`src/shared/rit_regs.svh`:
```
// Purpose: Register indices, field positions, reset values and prescaler taps
// Assumes: Byte address of a register is four times its index
// Notes:   Definitions only
`ifndef RIT_REGS_SVH
`define RIT_REGS_SVH

// Register indices
`define RIT_IDX_CSR        10'h0ad
`define RIT_IDX_COUNT      10'h0ae
`define RIT_IDX_CONST      10'h0af
`define RIT_IDX_EVT_STS    10'h0b0
`define RIT_IDX_EVT_CLR    10'h0b1
`define RIT_IDX_EVT_EN     10'h0b2

// Control/status fields
`define RIT_CSR_FLAG       7
`define RIT_CSR_IE         6
`define RIT_CSR_SEL_HI     5
`define RIT_CSR_SEL_LO     3
`define RIT_CSR_ONES       3'h7

// Event bits
`define RIT_EVT_MATCH      0

// Reset values
`define RIT_RST_SEL        3'h0
`define RIT_RST_COUNT      8'h00
`define RIT_RST_CONST      8'hff

// Prescaler taps, log2 of the divide ratio per select code
`define RIT_TAP_SEL1       4'h1
`define RIT_TAP_SEL2       4'h3
`define RIT_TAP_SEL3       4'h5
`define RIT_TAP_SEL4       4'h7
`define RIT_TAP_SEL5       4'h9
`define RIT_TAP_SEL6       4'hb
`define RIT_TAP_SEL7       4'hc

`endif

```
`src/shared/rit_pkg.sv`:
```
// Purpose: Types for the refresh interval timer
// Assumes: APB with 32-bit data and 12-bit byte address
// Notes:   Whole module state travels as one packed struct
`default_nettype none

package rit_pkg;

  typedef struct packed {
    logic        psel;
    logic        penable;
    logic        pwrite;
    logic [11:0] paddr;
    logic [31:0] pwdata;
  } rit_apb_req_type;

  typedef struct packed {
    logic        pready;
    logic [31:0] prdata;
    logic        pslverr;
  } rit_apb_rsp_type;

  typedef enum logic {RIT_IDLE, RIT_DONE} rit_bus_state_type;

  typedef struct packed {
    rit_bus_state_type bus;
    logic [31:0]       prdata;
    logic              pslverr;
    logic              flag;
    logic              ie;
    logic [2:0]        sel;
    logic              armed;
    logic [7:0]        cnt;
    logic [7:0]        cmp;
    logic              evt_sts;
    logic              evt_en;
    logic              irq;
  } rit_state_type;

  typedef struct packed {
    logic [11:0] pre;
    logic        tick;
  } rit_pre_state_type;

endpackage : rit_pkg

`default_nettype wire

```
`src/hw/rit_prescaler.sv`:
```
// Purpose: Free-running prescaler giving a one-cycle counting enable
// Assumes: Select code 0 stops the enable
// Notes:   Tick is registered, one cycle after the tap is reached
`include "rit_regs.svh"
`default_nettype none

module rit_prescaler
  import rit_pkg::*;
(
  // Clock and reset
  input  wire logic       ref_clk,
  input  wire logic       reset,
  // Control
  input  wire logic [2:0] clk_sel,
  // Enable out
  output var  logic       tick
);

  rit_pre_state_type s_q;
  rit_pre_state_type s_d;

  function automatic logic [3:0] tap_of(input logic [2:0] sel);
    case (sel)
      3'h1:    tap_of = `RIT_TAP_SEL1;
      3'h2:    tap_of = `RIT_TAP_SEL2;
      3'h3:    tap_of = `RIT_TAP_SEL3;
      3'h4:    tap_of = `RIT_TAP_SEL4;
      3'h5:    tap_of = `RIT_TAP_SEL5;
      3'h6:    tap_of = `RIT_TAP_SEL6;
      3'h7:    tap_of = `RIT_TAP_SEL7;
      default: tap_of = 4'h0;
    endcase
  endfunction : tap_of

  ////////////////////////////////////////////////////////////////////////////
  always_comb
  begin
    logic [11:0] mask;
    mask       = 12'(13'h1 << tap_of(clk_sel)) - 12'h1;
    s_d        = s_q;
    s_d.pre    = s_q.pre + 12'h1;
    s_d.tick   = (clk_sel != 3'h0) && ((s_q.pre & mask) == mask);
  end

  always_ff @(posedge ref_clk or posedge reset)
  begin
    if (reset)
      s_q <= '0;
    else
      s_q <= s_d;
  end

  assign tick = s_q.tick;

endmodule : rit_prescaler

`default_nettype wire

```
`src/hw/rit_top.sv`:
```
// Purpose: Compare-match interval timer for refresh pacing, APB slave
// Assumes: APB master on ref_clk; one wait state per transfer
// Notes:   Register byte address is four times its index
//
// Implementation choice: the APB interface to the registers.
`include "rit_regs.svh"
`default_nettype none

// What this block does
// - Match flag raises the interrupt only while its enable bit is 1
// - Flag clears only after a read showing it 1, then a 0 write
// - Writing 1 to the flag has no effect; only hardware sets it
// - Counter equal to constant clears the counter and sets the flag
module rit_top
  import rit_pkg::*;
(
  // Clock and reset
  input  wire logic            ref_clk,
  input  wire logic            reset,
  // Register bus
  input  wire rit_apb_req_type apb_req,
  output var  rit_apb_rsp_type apb_rsp,
  // Interrupt
  output var  logic            match_interrupt
);

  rit_state_type s_q;
  rit_state_type s_d;
  logic          tick;

  ////////////////////////////////////////////////////////////////////////////
  // Prescaler

  rit_prescaler rit_prescaler_i (
    .ref_clk (ref_clk),
    .reset   (reset),
    .clk_sel (s_q.sel),
    .tick    (tick)
  );

  ////////////////////////////////////////////////////////////////////////////
  // Decode and read-back

  function automatic logic is_mapped(input logic [9:0] idx);
    is_mapped = (idx == `RIT_IDX_CSR) || (idx == `RIT_IDX_COUNT) || (idx == `RIT_IDX_CONST) ||
                (idx == `RIT_IDX_EVT_STS) || (idx == `RIT_IDX_EVT_CLR) || (idx == `RIT_IDX_EVT_EN);
  endfunction : is_mapped

  function automatic logic [31:0] read_word(input logic [9:0] idx, input rit_state_type s);
    read_word = 32'h0;
    case (idx)
      `RIT_IDX_CSR:     read_word = {24'h0, s.flag, s.ie, s.sel, `RIT_CSR_ONES};
      `RIT_IDX_COUNT:   read_word = {24'h0, s.cnt};
      `RIT_IDX_CONST:   read_word = {24'h0, s.cmp};
      `RIT_IDX_EVT_STS: read_word = {31'h0, s.evt_sts};
      `RIT_IDX_EVT_EN:  read_word = {31'h0, s.evt_en};
      default:          read_word = 32'h0;
    endcase
  endfunction : read_word

  ////////////////////////////////////////////////////////////////////////////
  // Next state

  logic [9:0] idx;
  logic       done;
  logic       wr;
  logic       rd;
  logic       match_evt;

  assign idx       = apb_req.paddr[11:2];
  assign done      = apb_req.psel && apb_req.penable && (s_q.bus == RIT_DONE);
  assign wr        = done && apb_req.pwrite;
  assign rd        = done && !apb_req.pwrite;
  assign match_evt = tick && (s_q.cnt == s_q.cmp);

  always_comb
  begin
    s_d = s_q;

    case (s_q.bus)
      RIT_IDLE:
      begin
        if (apb_req.psel && apb_req.penable)
        begin
          s_d.bus     = RIT_DONE;
          s_d.prdata  = apb_req.pwrite ? 32'h0 : read_word(idx, s_q);
          s_d.pslverr = !is_mapped(idx);
        end
      end
      RIT_DONE:
      begin
        s_d.bus     = RIT_IDLE;
        s_d.prdata  = 32'h0;
        s_d.pslverr = 1'b0;
      end
      default:
        s_d.bus = RIT_IDLE;
    endcase

    // Counter
    if (tick)
      s_d.cnt = match_evt ? 8'h00 : s_q.cnt + 8'h01;
    if (wr && (idx == `RIT_IDX_COUNT))
      s_d.cnt = apb_req.pwdata[7:0];
    if (wr && (idx == `RIT_IDX_CONST))
      s_d.cmp = apb_req.pwdata[7:0];

    // Control/status register
    // Arm on the flag value that the read actually returned
    if (rd && (idx == `RIT_IDX_CSR) && s_q.prdata[`RIT_CSR_FLAG])
      s_d.armed = 1'b1;
    if (wr && (idx == `RIT_IDX_CSR))
    begin
      s_d.ie    = apb_req.pwdata[`RIT_CSR_IE];
      s_d.sel   = apb_req.pwdata[`RIT_CSR_SEL_HI:`RIT_CSR_SEL_LO];
      s_d.armed = 1'b0;
      if (s_q.armed && !apb_req.pwdata[`RIT_CSR_FLAG])
        s_d.flag = 1'b0;
    end
    if (match_evt)
      s_d.flag = 1'b1;

    // Event status, clear and enable
    if (wr && (idx == `RIT_IDX_EVT_EN))
      s_d.evt_en = apb_req.pwdata[`RIT_EVT_MATCH];
    if (wr && (idx == `RIT_IDX_EVT_CLR) && apb_req.pwdata[`RIT_EVT_MATCH])
      s_d.evt_sts = 1'b0;
    if (match_evt)
      s_d.evt_sts = 1'b1;

    s_d.irq = (s_d.flag && s_d.ie) || (s_d.evt_sts && s_d.evt_en);
  end

  always_ff @(posedge ref_clk or posedge reset)
  begin
    if (reset)
    begin
      s_q         <= '0;
      s_q.bus     <= RIT_IDLE;
      s_q.sel     <= `RIT_RST_SEL;
      s_q.cnt     <= `RIT_RST_COUNT;
      s_q.cmp     <= `RIT_RST_CONST;
    end
    else
      s_q <= s_d;
  end

  assign apb_rsp.pready   = (s_q.bus == RIT_DONE);
  assign apb_rsp.prdata   = s_q.prdata;
  assign apb_rsp.pslverr  = s_q.pslverr;
  assign match_interrupt  = s_q.irq;
endmodule : rit_top

`default_nettype wire

```
`config.mk`:
```
export PLATFORM = sky130hd
export DESIGN_NAME = rit_top
export DESIGN_NICKNAME = d
export VERILOG_FILES = /design/src/shared/rit_pkg.sv /design/src/hw/rit_prescaler.sv /design/src/hw/rit_top.sv
export VERILOG_INCLUDE_DIRS = /design/src /design/src/shared
export SDC_FILE = /design/constraint.sdc
export NUM_CORES = 1
export LEC_CHECK = 0
export BUFFER_PORTS_ARGS = -buffer_cell sky130_fd_sc_hd__buf_2
export CELL_PAD_IN_SITES_DETAIL_PLACEMENT = 1
export CELL_PAD_IN_SITES_GLOBAL_PLACEMENT = 1
export CORE_UTILIZATION = 40
export CTS_BUF_LIST = sky130_fd_sc_hd__clkbuf_8
export DETAILED_ROUTE_END_ITERATION = 8
export PLACE_DENSITY = 0.9
export SLEW_MARGIN = 30
export SYNTH_ARGS = -nofsm -noshare
export SYNTH_HDL_FRONTEND = slang
export SYNTH_SLANG_ARGS = --single-unit
```
`constraint.sdc`:
```
create_clock -name ref_clk -period 1.76 [get_ports ref_clk]
set_input_delay 0.264 -clock ref_clk [delete_from_list [all_inputs] [get_ports ref_clk]]
set_output_delay 0.264 -clock ref_clk [all_outputs]
set_load 0.05 [all_outputs]
```
Word level (Yosys, flattened, before mapping):

Index checks and enable logic that the tools add are counted.

* logic and storage cells: 80
* bits in registers: 72
* input bits: 49

* bitwise gates (word level): 2
* reduce and logical (&&, ||, !) cells: 29
* add/subtract/negate cells: 3
* muxes and demuxes: 15
* equal/unequal tests: 16
* shift operators: 1

Operator list (count)
* $pmux W34 S2: 1
* $eq A10 B8 Y1 const B: 6
* $pmux W8 S5: 1
* $mux W34: 1
* $mux W32: 1
* $pmux W4 S7: 1
* $mux W8: 3
* $logic_and A1 B1 Y1: 17
* $add A12 B1 Y12 const B: 1
* $and A12 B12 Y12: 1
* $eq A12 B12 Y1: 1
* $eq A3 B3 Y1 const B: 4
* $shl A1 B4 Y12 const A: 1
* $sub A12 B1 Y12 const B: 1
* $add A8 B1 Y8 const B: 1
* $eq A8 B8 Y1: 1
* $eq A3 B2 Y1 const B: 2
* $logic_or A1 B1 Y1: 6
* $mux W1: 6
* $mux W6: 1
* $reduce_bool A2 Y1: 2
* $eq A3 B1 Y1 const B: 1
* $logic_not A1 Y1: 3
* $reduce_bool A3 Y1: 1
* other kinds (2): 2

Longest topological paths before layout:

Gate-level depths: netlist of run 1.

* depth in word-level cells: 10
* depth in mapped cells: 7
* mapped depth without buffers: 6

Hierarchy:

Synthesis of run 1 repeated with hierarchy kept, for this count alone.

* cell total of the unflattened synthesis: 299
* area, all modules: 2890.3 um^2

By module, submodules not included
* rit_top: seq. area each 885.8 um^2, cells each 233, times used 1, area an instance 2235.9 um^2
* rit_prescaler: seq. area each 325.3 um^2, cells each 66, times used 1, area an instance 654.4 um^2

Worst setup path before layout of run 1:

Ideal clock, no wire load.

* kind: reg2reg
* start: reg s_q[10] (netlist name)
* end: reg s_q[13] (netlist name)
* slack: 0.174 ns
* period minus slack after synthesis: 1.586 ns
* data arrival time: 1.465 ns
* library setup time: 0.121 ns
* cell stages (with the launch flop): 8
* buffers on the path: 1
* cell sequence: dfstp_2 -> xor2_1 -> nor4_1 -> nand4_1 -> buf_4 -> nand2_1 -> o21ai_0 -> o22a_1

* longest elaborated chain between the ends: 5

RTL lines
* start, declared: line rit_top.sv:27 `rit_state_type s_q;`
* $eq A8 B8 Y1: line rit_top.sv:74 `assign match_evt = tick && (s_q.cnt == s_q.cmp);`
* $logic_and A1 B1 Y1: line rit_top.sv:74
* $mux W8: line rit_top.sv:102 `s_d.cnt = match_evt ? 8'h00 : s_q.cnt + 8'h01;`
* $mux W8: line rit_top.sv:101 `if (tick)`
* $mux W8: line rit_top.sv:103 `` if (wr && (idx == `RIT_IDX_COUNT)) ``

No other way between the ends. The select of a mux whose other input is x is not followed.
A chain may end at the register's enable or synchronous reset.

Worst setup path in the final report of run 1:

* start: reg s_q[7] (netlist name)
* end: reg s_q[15] (netlist name)

The elaborated chain is that of the path after synthesis.

==> impl_metrics.prom, run 1 <==
# TYPE chip_impl_metric gauge
chip_impl_info{name="run_status",value="complete, but fails checks"} 1
chip_impl_info{name="violations",value="negative setup slack"} 1
chip_impl_metric{name="buffers_from_clock_root_to_sink_at_most",unit=""} 2
chip_impl_info{name="unrepaired_setup_endpoints_after_global_routing",value="true"} 1
chip_impl_metric{name="min_period",unit="ns"} 1.79
chip_impl_metric{name="grt_start_max_net_pins",unit=""} 29
chip_impl_info{name="cell_types_occupying_the_most_area_after_synthesis",value="dfrtp_1 (35%), buf_4 (9.3%), dfstp_2 (7.4%)"} 1
chip_impl_info{name="hp-class",value="in2reg"} 1
chip_impl_info{name="clock_tree.root_cell",value="clkbuf_8"} 1
chip_impl_metric{name="top_level_ports",unit=""} 84
chip_impl_metric{name="ctsHtreeMaxLevel",unit=""} 2
chip_impl_metric{name="synth_enable_flop_cells",unit=""} 0
chip_impl_metric{name="max_clock_freq",unit="MHz"} 560
chip_impl_metric{name="antenna_found_initial",unit=""} 0
chip_impl_metric{name="setup_viol_count_final",unit=""} 4
chip_impl_metric{name="n_antenna_cell",unit=""} 0
chip_impl_metric{name="clock_insertion_delay_worst_skew",unit="ns"} 0.31
chip_impl_metric{name="total_leakage_power",unit="nW"} 1.47
chip_impl_metric{name="share_seq_of_total_power",unit="%"} 51.5
chip_impl_metric{name="placed_cell_area",unit="µm²"} 3030
chip_impl_metric{name="global_route.overflow_total",unit=""} 0
chip_impl_metric{name="drt-wirelength-per-cell",unit="µm"} 16.1
chip_impl_metric{name="gpl.final_weighted_congestion",unit=""} 0.850
chip_impl_metric{name="swShare",unit="%"} 30.0
chip_impl_metric{name="final_hold_viol_count",unit=""} 0
chip_impl_metric{name="cts.clk_slew.worst_paths",unit="ns"} 0.09
chip_impl_metric{name="ys_async_sr_fraction",unit="%"} 100
chip_impl_metric{name="grt_util_all_layers",unit="%"} 19.1
chip_impl_metric{name="dieArea",unit="µm²"} 7410
chip_impl_metric{name="combinational_share_of_power",unit="%"} 17.8
chip_impl_metric{name="drt_pass1_iterations",unit=""} 5
chip_impl_metric{name="tritoncts_sinks",unit=""} 48
chip_impl_metric{name="syn_to_layout_area_delta",unit="%"} 13.7
chip_impl_metric{name="via_count_of_the_first_global_routing_pass",unit=""} 2311
chip_impl_metric{name="critical_path_arrival",unit="ns"} 1.98
chip_impl_info{name="cts_tree",value="done"} 1
chip_impl_info{name="yosys-top-cells-count",value="dfrtp_1 (40), buf_4 (35), nand2_1 (32), mux2_2 (17), nor2_1 (17)"} 1
chip_impl_metric{name="met2_wirelength",unit="µm"} 3850
chip_impl_metric{name="worst-endpoint-required",unit="ns"} 1.95
chip_impl_metric{name="io_buffers",unit=""} 33
chip_impl_metric{name="first_pass_grt_wire_length",unit="µm"} 10900
chip_impl_metric{name="postRouteAntennaNets",unit=""} 0
chip_impl_metric{name="die_y",unit="µm"} 86.1
chip_impl_metric{name="p_switching",unit="mW"} 0.663
chip_impl_metric{name="max-vdd-ir-drop",unit="mV"} 0.457
chip_impl_info{name="yosys.cell_count.top_type",value="dfrtp_1"} 1
chip_impl_metric{name="core_area",unit="µm²"} 6790
chip_impl_metric{name="synth_top_area_share",unit="%"} 35.4
chip_impl_metric{name="tritoncts.num_buffers",unit=""} 5
chip_impl_metric{name="met1_length",unit="µm"} 2720
chip_impl_info{name="highest_layer",value="met4"} 1
chip_impl_info{name="cp-start-kind",value="flip-flop"} 1
chip_impl_metric{name="maxSlewViolCount",unit=""} 0
chip_impl_metric{name="crit_path_max_fanout",unit=""} 7
chip_impl_metric{name="finish.net_count",unit=""} 383
chip_impl_metric{name="finalCritPeriodShare",unit="%"} 101
chip_impl_metric{name="worst_slew_margin_rel",unit="%"} 66.0
chip_impl_metric{name="rr_worst_depth",unit=""} 7
chip_impl_metric{name="vias_per_cell",unit=""} 5.16
chip_impl_metric{name="max_cap_viol_count",unit=""} 0
chip_impl_metric{name="place.detailed.hpwl",unit="µm"} 5150
chip_impl_metric{name="yosys_warnings",unit=""} 0
chip_impl_metric{name="drt_drc_violations_left",unit=""} 0
chip_impl_info{name="critPathCaptureType",value="flip-flop"} 1
chip_impl_metric{name="p_clk_share",unit="%"} 30.7
chip_impl_metric{name="yosysSeqAreaShare",unit="%"} 42.8
chip_impl_metric{name="power_density",unit="nW/µm²"} 686
chip_impl_metric{name="worst_setup_margin",unit="ns"} -0.0258
chip_impl_metric{name="1st_iter_drt_viols",unit=""} 75
chip_impl_info{name="yosys.area.top_type",value="dfrtp_1"} 1
chip_impl_metric{name="dp_slack",unit="ns"} -0.00782
chip_impl_metric{name="synth_area",unit="µm²"} 2830
chip_impl_metric{name="synthDistinctLibCells",unit=""} 48
chip_impl_metric{name="p_int",unit="mW"} 1.54
chip_impl_metric{name="hold-path-cell-count",unit=""} 2
chip_impl_metric{name="met3_length",unit="µm"} 235
chip_impl_metric{name="initial_utilization",unit="%"} 41.6
chip_impl_metric{name="postSynthRegisterBits",unit=""} 48
chip_impl_metric{name="drive_above_1_share",unit="%"} 31.3
chip_impl_info{name="ys.flop_type",value="dfrtp_1"} 1
chip_impl_metric{name="skew",unit="ns"} 0.00626
chip_impl_metric{name="synthCells",unit=""} 290
chip_impl_metric{name="die_w",unit="µm"} 86.1
chip_impl_metric{name="postRouteWirelength",unit="µm"} 6910
chip_impl_info{name="type_of_the_setup_path_with_the_least_slack",value="reg2reg"} 1
chip_impl_metric{name="routed-via-count",unit=""} 2208
chip_impl_metric{name="syn_avg_cell_area",unit="µm²"} 9.75
chip_impl_metric{name="timing_worst_slew_pin_value",unit="ns"} 0.509
chip_impl_metric{name="final_area",unit="µm²"} 3220
chip_impl_metric{name="row_count",unit=""} 30
[stage by stage]
| stage | std cells | util [%] | TNS (ns) | total power, mW | hold slack (ns) |
|---|---|---|---|---|---|
| floorplan | 313 | - | 0 | 1.47 | 0.350 |
| global placement | 415 | 44.6 | 0 | 1.51 | 0.310 |
| detailed placement | 415 | 44.6 | -0.00782 | 1.53 | 0.312 |
| CTS | 424 | 46.1 | 0 | 2.21 | 0.170 |
| global route | 428 | 47.3 | -0.398 | 2.29 | 0.189 |
| finish | 428 | 47.3 | -0.0552 | 2.21 | 0.184 |
[what timing repair did]
item                                   4_1_cts  5_1_grt
setup endpoints to repair                    0       17
hold buffers                                 1        0
endpoints found under the hold margin       14        0
gates resized for setup                      0       13
buffers inserted                             0        4
[path summary, 6_finish.rpt]
kind	from	end	slack (ns)
min in group asynchronous	reset	apb_rsp[33]	0.52
min reg2reg	rit_prescaler_i.s_q[12]	rit_prescaler_i.s_q[12]	0.47
min	apb_req[44]	s_q[19]	0.18
max in group asynchronous	reset	s_q[8]	0.64
max	s_q[7]	s_q[15]	-0.03
max reg2reg	s_q[7]	s_q[15]	-0.03
[worst max-delay path, cell delays in order (launching register included)]
cell and delay, ns:
dfstp_2 0.57, xor2_1 0.07, nor4_1 0.35, nand4_1 0.18, buf_6 0.17, buf_8 0.13, o211ai_1 0.11, a21oi_1 0.10
[layer usage]
| metal | up-vias | GRT usage [%] |
|---|---|---|
| met5 | - | 0 |
| met4 | 0 | 7.27 |
| met3 | 10 | 4.04 |
| met2 | 47 | 36.2 |
| met1 | 1124 | 20.7 |
| li1 | 1027 | - |
[power groups by stage]
stage               Sequential (mW)  Clock (mW)  Combinational, mW
global route                   1.14       0.731              0.421
CTS                            1.14       0.702              0.377
global placement               1.15           0              0.358
detailed placement             1.16           0              0.370
floorplan                      1.15           0              0.318
finish                         1.14       0.677              0.393
[layout by cell type (no fill, tap or decap), types with 4 or more instances in the layout]
cell type / n
clkbuf_8: 6
nand2_1: 31
buf_4: 17
nor2b_1: 6
xor2_1: 11
buf_2: 33
nand4_1: 4
a22oi_1: 5
conb_1: 24
dfrtp_1: 40
o31ai_1: 4
nor2_1: 17
nand3_1: 10
a21oi_1: 14
mux2_2: 17
o21ai_0: 11
xnor2_1: 8
inv_1: 8
dfstp_2: 8
[cell type report]
cell class / count / area, µm²
Multi-Input combinational cell: 214 / 1420
Clock buffer: 6 / 82.6
Tap cell: 96 / 120
Clock inverter: 2 / 7.51
Fill cell: 792 / 3580
Inverter: 8 / 30.0
Sequential cell: 48 / 1210
Timing Repair Buffer: 54 / 349
[flip-flops by register name, indices dropped and copies added (netlist names)]
signal	count
s_q	24
rit_prescaler_i.s_q	12
apb_rsp	10
match_interrupt	1
rit_prescaler_i.tick	1
[logic make-up (layout without fill, tap and decap cells)]
group,count (synthesis),count (layout),synth area share (%)
buffers and inverters,51,70,11.7
multiplexers,20,20,8.01
adder cells (fa/ha/maj),3,3,1.33
XOR/XNOR,19,19,5.88
other,1,24,0.133
flip-flops,48,48,42.8
AO/OA/AOI/OAI,54,54,12.5
AND/OR/NAND/NOR,94,94,17.7
Note: power is estimated with default switching activity, not from simulation.
==> run 2, diff against run 1 <==
MAX_ROUTING_LAYER = met4   (was unset)
==> run 2 against run 1 <==
Against the previous run: the flow still finishes with violations (negative setup slack); sequential power barely moved; global-route usage up 0.56 points; sequential share of layout area stayed put; clock power about the same; register-to-register slack lost 0.02 ns; via count up 0.23%; sequential cell count is the same; fmax shrank 0.95%; hold slack better by 0.00087 ns; critical endpoint unchanged.
==> impl_metrics.prom, run 2 (same netlist as run 1, synthesis figures left out) <==
# TYPE chip_impl_metric gauge
chip_impl_info{name="run_status",value="complete, but fails checks"} 1
chip_impl_info{name="violations",value="negative setup slack"} 1
chip_impl_metric{name="maxSlewViolCount",unit=""} 0
chip_impl_metric{name="n_antenna_cell",unit=""} 0
chip_impl_metric{name="grt_start_max_net_pins",unit=""} 29
chip_impl_metric{name="global_route.overflow_total",unit=""} 0
chip_impl_info{name="clock_tree.root_cell",value="clkbuf_8"} 1
chip_impl_info{name="cts_tree",value="done"} 1
chip_impl_metric{name="worst-path-buf-inv",unit=""} 2
chip_impl_info{name="critPathCaptureType",value="flip-flop"} 1
chip_impl_info{name="critical_path.reg2reg.startpoint",value="s_q[7]"} 1
chip_impl_metric{name="via_count_of_the_first_global_routing_pass",unit=""} 2315
chip_impl_metric{name="die_w",unit="µm"} 86.1
chip_impl_metric{name="finalCritPeriodShare",unit="%"} 102
chip_impl_metric{name="postRouteAntennaNets",unit=""} 0
chip_impl_metric{name="max_clock_freq",unit="MHz"} 555
chip_impl_metric{name="worst_setup_margin",unit="ns"} -0.0429
chip_impl_info{name="unrepaired_setup_endpoints_after_global_routing",value="true"} 1
chip_impl_metric{name="total_leakage_power",unit="nW"} 1.47
chip_impl_metric{name="place.detailed.hpwl",unit="µm"} 5150
chip_impl_metric{name="skew",unit="ns"} 0.00608
chip_impl_info{name="final_cell_mix",value="dfrtp_1 (40), buf_2 (33), nand2_1 (31), conb_1 (24)"} 1
chip_impl_metric{name="io_buffers",unit=""} 33
chip_impl_metric{name="buffers_from_clock_root_to_sink_at_most",unit=""} 2
chip_impl_metric{name="postRouteWirelength",unit="µm"} 6870
chip_impl_metric{name="dpl.cell_count",unit=""} 415
chip_impl_info{name="type_of_the_setup_path_with_the_least_slack",value="reg2reg"} 1
chip_impl_info{name="top_reg_by_flops",value="s_q"} 1
chip_impl_metric{name="worst_slew_margin_rel",unit="%"} 66.6
chip_impl_metric{name="power_density",unit="nW/µm²"} 685
chip_impl_info{name="crit_family",value="flip-flops"} 1
chip_impl_metric{name="critical_path.max_stage_delay",unit="ns"} 0.57
chip_impl_metric{name="ctsHtreeMaxLevel",unit=""} 2
chip_impl_metric{name="crit_path_max_fanout",unit=""} 7
chip_impl_metric{name="timing_worst_slew_pin_value",unit="ns"} 0.501
chip_impl_metric{name="min_period",unit="ns"} 1.80
chip_impl_metric{name="largest_register_ffs",unit=""} 24
chip_impl_metric{name="drive_above_1_share",unit="%"} 31.3
chip_impl_metric{name="clock_insertion_delay_worst_skew",unit="ns"} 0.31
chip_impl_info{name="hp-class",value="in2reg"} 1
chip_impl_metric{name="dieArea",unit="µm²"} 7410
chip_impl_metric{name="gpl.final_weighted_congestion",unit=""} 0.864
chip_impl_metric{name="max-vdd-ir-drop",unit="mV"} 0.460
chip_impl_info{name="cp-start-kind",value="flip-flop"} 1
chip_impl_metric{name="die_y",unit="µm"} 86.1
chip_impl_metric{name="top_level_ports",unit=""} 84
chip_impl_metric{name="fin_hold_ws",unit="ns"} 0.185
chip_impl_metric{name="initial_utilization",unit="%"} 41.6
chip_impl_metric{name="finish.net_count",unit=""} 383
chip_impl_metric{name="vias_per_cell",unit=""} 5.17
chip_impl_metric{name="max_cap_viol_count",unit=""} 0
chip_impl_metric{name="tritoncts_sinks",unit=""} 48
chip_impl_metric{name="syn_to_layout_area_delta",unit="%"} 13.7
chip_impl_metric{name="grt_util_all_layers",unit="%"} 19.7
chip_impl_metric{name="dp_slack",unit="ns"} -0.00782
chip_impl_metric{name="drt-wirelength-per-cell",unit="µm"} 16.1
chip_impl_metric{name="tritoncts.num_buffers",unit=""} 5
chip_impl_metric{name="stdcell_count",unit=""} 428
chip_impl_metric{name="core_area",unit="µm²"} 6790
chip_impl_info{name="worstSetupStartpoint",value="s_q[7]"} 1
chip_impl_metric{name="critical_path_arrival",unit="ns"} 2.00
chip_impl_metric{name="worst-endpoint-required",unit="ns"} 1.95
chip_impl_metric{name="row_count",unit=""} 30
chip_impl_metric{name="antenna_found_initial",unit=""} 0
chip_impl_metric{name="setup_total_negative_slack",unit="ns"} -0.105
chip_impl_info{name="critical_path_cell_by_cell",value="xor2_1 -> nor4_1 -> nand4_1 -> buf_6 -> buf_8 -> o211ai_1 -> a21oi_1"} 1
chip_impl_metric{name="1st_iter_drt_viols",unit=""} 74
chip_impl_metric{name="cts.clk_slew.worst_paths",unit="ns"} 0.09
chip_impl_metric{name="setup_viol_count_final",unit=""} 5
chip_impl_info{name="cp_slowest_cell",value="dfstp_2"} 1
chip_impl_metric{name="routed-via-count",unit=""} 2213
chip_impl_metric{name="drt_drc_violations_left",unit=""} 0
chip_impl_info{name="final_common_cell",value="dfrtp_1"} 1
chip_impl_metric{name="drt_pass1_iterations",unit=""} 4
chip_impl_info{name="hold_path_startpoint",value="apb_req[44]"} 1
chip_impl_metric{name="first_pass_grt_wire_length",unit="µm"} 10800
chip_impl_metric{name="final_hold_viol_count",unit=""} 0
==> run 2: cell counts in the layout (fill, tap and decap cells not counted) <==
Identical to the previous run, type by type.
==> run 2: area by class of cell <==
cell class                      instances  area, µm²
Timing Repair Buffer                   54        349
Sequential cell                        48       1210
Multi-Input combinational cell        214       1420
Tap cell                               96        120
Clock buffer                            6       82.6
Fill cell                             792       3580
Clock inverter                          2       7.51
Inverter                                8       30.0
==> run 2: worst paths after layout <==
| check | endpoint | slack [ns] | depth (start not counted) |
|---|---|---|---|
| min in group asynchronous | apb_rsp[33] | 0.52 | 3 |
| worst max-delay path | s_q[15] | -0.04 | 7 |
| max in group asynchronous | s_q[8] | 0.65 | 4 |
| worst min-delay path | s_q[19] | 0.19 | 2 |
| worst max register to register | s_q[15] | -0.04 | 7 |
| worst min register to register | rit_prescaler_i.s_q[12] | 0.47 | 1 |
==> run 2: repair_timing <==
item,CTS,global route
gates resized for setup,0,13
setup buffers,0,4
hold buffers,1,0
hold endpoints to repair,14,0
setup endpoints to repair,0,17
==> run 2: worst reg2reg max path, delay by kind of cell, from the launching register on <==
family / cells / cell delay [ns]
flip-flops: 1 / 0.57
AO/OA/AOI/OAI: 2 / 0.21
buffers and inverters: 2 / 0.30
AND/OR/NAND/NOR: 2 / 0.54
XOR/XNOR: 1 / 0.07
==> run 2: through the flow <==
| step | power, mW | util, % | instance area, µm² |
|---|---|---|---|
| 2_1_floorplan | 1.47 | - | 2910 |
| 3_3_place_gp | 1.51 | 44.6 | 3030 |
| 3_5_place_dp | 1.53 | 44.6 | 3030 |
| 4_1_cts | 2.21 | 46.1 | 3130 |
| 5_1_grt | 2.29 | 47.3 | 3220 |
| 6_report | 2.20 | 47.3 | 3220 |
==> run 2: layer usage <==
| layer | vias to the layer above | track usage (%) | wire [µm] |
|---|---|---|---|
| met5 | - | - | 0 |
| met4 | 0 | 7.27 | 107 |
| met3 | 12 | 4.04 | 234 |
| met2 | 45 | 36.4 | 3860 |
| met1 | 1131 | 20.5 | 2670 |
| li1 | 1025 | - | - |
==> run 2: power by group <==
part / internal [mW] / leakage, nW / switching [mW]
registers: 1.12 / 0.573 / 0.0175
logic: 0.116 / 0.845 / 0.277
clock network: 0.309 / 0.0538 / 0.366
total: 1.54 / 1.47 / 0.660
==> run 3, diff against run 2 <==
ABC_CLOCK_PERIOD_IN_PS = 1760   (was unset)
RECOVER_POWER = 100   (was unset)
==> run 3 against run 2 <==
Against the previous run: highest routed layer unchanged; non-clock buffer count is the same; critical path depth is the same; clock skew is essentially flat; global-route usage is the same; the flow still finishes with violations (negative setup slack); wire length grew 0.86%; worst setup slack gained 0.010 ns; sequential power is essentially flat; first-iteration DRC count shrank 19%; utilization shrank 0.31 points; largest cell class unchanged.
==> impl_metrics.prom, run 3 (same netlist as run 1, synthesis figures left out) <==
# TYPE chip_impl_metric gauge
chip_impl_info{name="run_status",value="complete, but fails checks"} 1
chip_impl_info{name="violations",value="negative setup slack"} 1
chip_impl_metric{name="timing_worst_slew_pin_value",unit="ns"} 0.913
chip_impl_metric{name="drt-wirelength-per-cell",unit="µm"} 16.2
chip_impl_metric{name="power_density",unit="nW/µm²"} 689
chip_impl_info{name="top_reg_by_flops",value="s_q"} 1
chip_impl_metric{name="worst_slew_margin_rel",unit="%"} 39.1
chip_impl_metric{name="finalCritPeriodShare",unit="%"} 102
chip_impl_metric{name="final_hold_viol_count",unit=""} 0
chip_impl_metric{name="dpl.cell_count",unit=""} 415
chip_impl_metric{name="grt_start_max_net_pins",unit=""} 29
chip_impl_metric{name="largest_register_ffs",unit=""} 24
chip_impl_metric{name="tritoncts.num_buffers",unit=""} 5
chip_impl_metric{name="worst_setup_margin",unit="ns"} -0.0328
chip_impl_metric{name="ctsHtreeMaxLevel",unit=""} 2
chip_impl_metric{name="grt_util_all_layers",unit="%"} 19.7
chip_impl_metric{name="drt_pass1_iterations",unit=""} 4
chip_impl_metric{name="row_count",unit=""} 30
chip_impl_metric{name="antenna_found_initial",unit=""} 0
chip_impl_info{name="critPathCaptureType",value="flip-flop"} 1
chip_impl_metric{name="initial_utilization",unit="%"} 41.6
chip_impl_metric{name="met3_length",unit="µm"} 221
chip_impl_metric{name="stdcell_count",unit=""} 428
chip_impl_metric{name="final_util",unit="%"} 47.0
chip_impl_metric{name="max-vdd-ir-drop",unit="mV"} 0.460
chip_impl_metric{name="min_period",unit="ns"} 1.79
chip_impl_metric{name="via_count_of_the_first_global_routing_pass",unit=""} 2315
chip_impl_metric{name="dieArea",unit="µm²"} 7410
chip_impl_metric{name="postRouteAntennaNets",unit=""} 0
chip_impl_info{name="cts_tree",value="done"} 1
chip_impl_metric{name="met2_wirelength",unit="µm"} 3870
chip_impl_metric{name="die_w",unit="µm"} 86.1
chip_impl_info{name="unrepaired_setup_endpoints_after_global_routing",value="true"} 1
chip_impl_metric{name="dp_slack",unit="ns"} -0.00782
chip_impl_metric{name="final_area",unit="µm²"} 3190
chip_impl_metric{name="postRouteWirelength",unit="µm"} 6930
chip_impl_metric{name="total_power",unit="mW"} 2.20
chip_impl_metric{name="vias_per_cell",unit=""} 5.15
chip_impl_metric{name="1st_iter_drt_viols",unit=""} 60
chip_impl_metric{name="skew",unit="ns"} 0.00574
chip_impl_metric{name="max_cap_viol_count",unit=""} 0
chip_impl_metric{name="buffers_from_clock_root_to_sink_at_most",unit=""} 2
chip_impl_metric{name="max_clock_freq",unit="MHz"} 558
chip_impl_metric{name="placed_cell_area",unit="µm²"} 3030
chip_impl_metric{name="first_pass_grt_wire_length",unit="µm"} 10800
chip_impl_metric{name="clock_insertion_delay_worst_skew",unit="ns"} 0.31
chip_impl_metric{name="finish.net_count",unit=""} 383
chip_impl_metric{name="drive_above_1_share",unit="%"} 27.1
chip_impl_metric{name="total_leakage_power",unit="nW"} 1.42
chip_impl_metric{name="worst-endpoint-required",unit="ns"} 1.95
chip_impl_metric{name="n_antenna_cell",unit=""} 0
chip_impl_info{name="final_cell_mix",value="dfrtp_1 (40), nand2_1 (31), conb_1 (24), buf_2 (22)"} 1
chip_impl_metric{name="met1_length",unit="µm"} 2730
chip_impl_metric{name="critical_path_arrival",unit="ns"} 1.99
chip_impl_metric{name="maxSlewViolCount",unit=""} 0
chip_impl_metric{name="syn_to_layout_area_delta",unit="%"} 13.0
chip_impl_metric{name="final.fill_count",unit=""} 797
chip_impl_metric{name="gpl.final_weighted_congestion",unit=""} 0.864
chip_impl_metric{name="drt_drc_violations_left",unit=""} 0
chip_impl_metric{name="setup_viol_count_final",unit=""} 5
chip_impl_metric{name="cts.clk_slew.worst_paths",unit="ns"} 0.09
chip_impl_info{name="type_of_the_setup_path_with_the_least_slack",value="reg2reg"} 1
chip_impl_info{name="hp-class",value="in2reg"} 1
chip_impl_metric{name="tritoncts_sinks",unit=""} 48
chip_impl_metric{name="top_level_ports",unit=""} 84
chip_impl_metric{name="crit_path_max_fanout",unit=""} 7
chip_impl_metric{name="die_y",unit="µm"} 86.1
chip_impl_info{name="cp-start-kind",value="flip-flop"} 1
chip_impl_metric{name="core_area",unit="µm²"} 6790
chip_impl_metric{name="place.detailed.hpwl",unit="µm"} 5150
chip_impl_info{name="final_common_cell",value="dfrtp_1"} 1
chip_impl_metric{name="io_buffers",unit=""} 33
chip_impl_metric{name="global_route.overflow_total",unit=""} 0
chip_impl_info{name="clock_tree.root_cell",value="clkbuf_8"} 1
chip_impl_metric{name="routed-via-count",unit=""} 2204
chip_impl_info{name="highest_layer",value="met4"} 1
[run 3: changes by cell type in the layout (fill, tap and decap cells not counted), sizes merged]
cell	previous run	this run
buf	53	39
clkbuf	6	20
[run 3: cell type report]
type / instances / area (µm²) / area share [%]
clock inverters: 2 / 7.51 / 0.235
repair buffers: 54 / 328 / 10.3
multi-input cells: 214 / 1420 / 44.3
clock buffers: 6 / 82.6 / 2.59
flip-flops and latches: 48 / 1210 / 37.9
inverters: 8 / 30.0 / 0.940
well taps: 96 / 120 / 3.76
[run 3: worst max-delay path: stages (launching register included)]
cell,delay (ns)
dfstp_2,0.57
xor2_1,0.07
nor4_1,0.36
nand4_1,0.18
buf_6,0.17
buf_8,0.13
o211ai_1,0.11
a21oi_1,0.10
[run 3: metal layers]
layer  vias to the layer above  GRT usage, %
met5                         -             -
met4                         0          7.27
met1                      1128          20.5
met2                        42          36.4
met3                        11          4.04
li1                       1023             -
[run 3: worst paths after layout]
check	cells past startpoint	slack (ns)	start	to
worst max-delay path	7	-0.03	s_q[7]	s_q[15]
worst min-delay path	2	0.18	apb_req[44]	s_q[19]
worst max register to register	7	-0.03	s_q[7]	s_q[15]
worst min register to register	1	0.47	rit_prescaler_i.s_q[12]	rit_prescaler_i.s_q[12]
max in group asynchronous	4	0.35	reset	s_q[8]
min in group asynchronous	3	0.69	reset	apb_rsp[33]
[run 3: per-stage QoR]
step / TNS (ns) / hold slack, ns
floorplan: 0 / 0.350
global placement: 0 / 0.310
detailed placement: -0.00782 / 0.312
CTS: 0 / 0.170
global route: -0.398 / 0.189
finish: -0.0910 / 0.185
[run 3: power by group]
group / leakage (nW) / internal, mW / switching (mW)
logic: 0.792 / 0.112 / 0.277
clock network: 0.0538 / 0.310 / 0.368
registers: 0.573 / 1.12 / 0.0181
[run 3: what timing repair did]
action | 4_1_cts | 5_1_grt
gates resized for setup | 0 | 13
hold buffers | 1 | 0
hold endpoints to repair | 14 | 0
endpoints found under the setup margin | 0 | 17
buffers inserted | 0 | 4
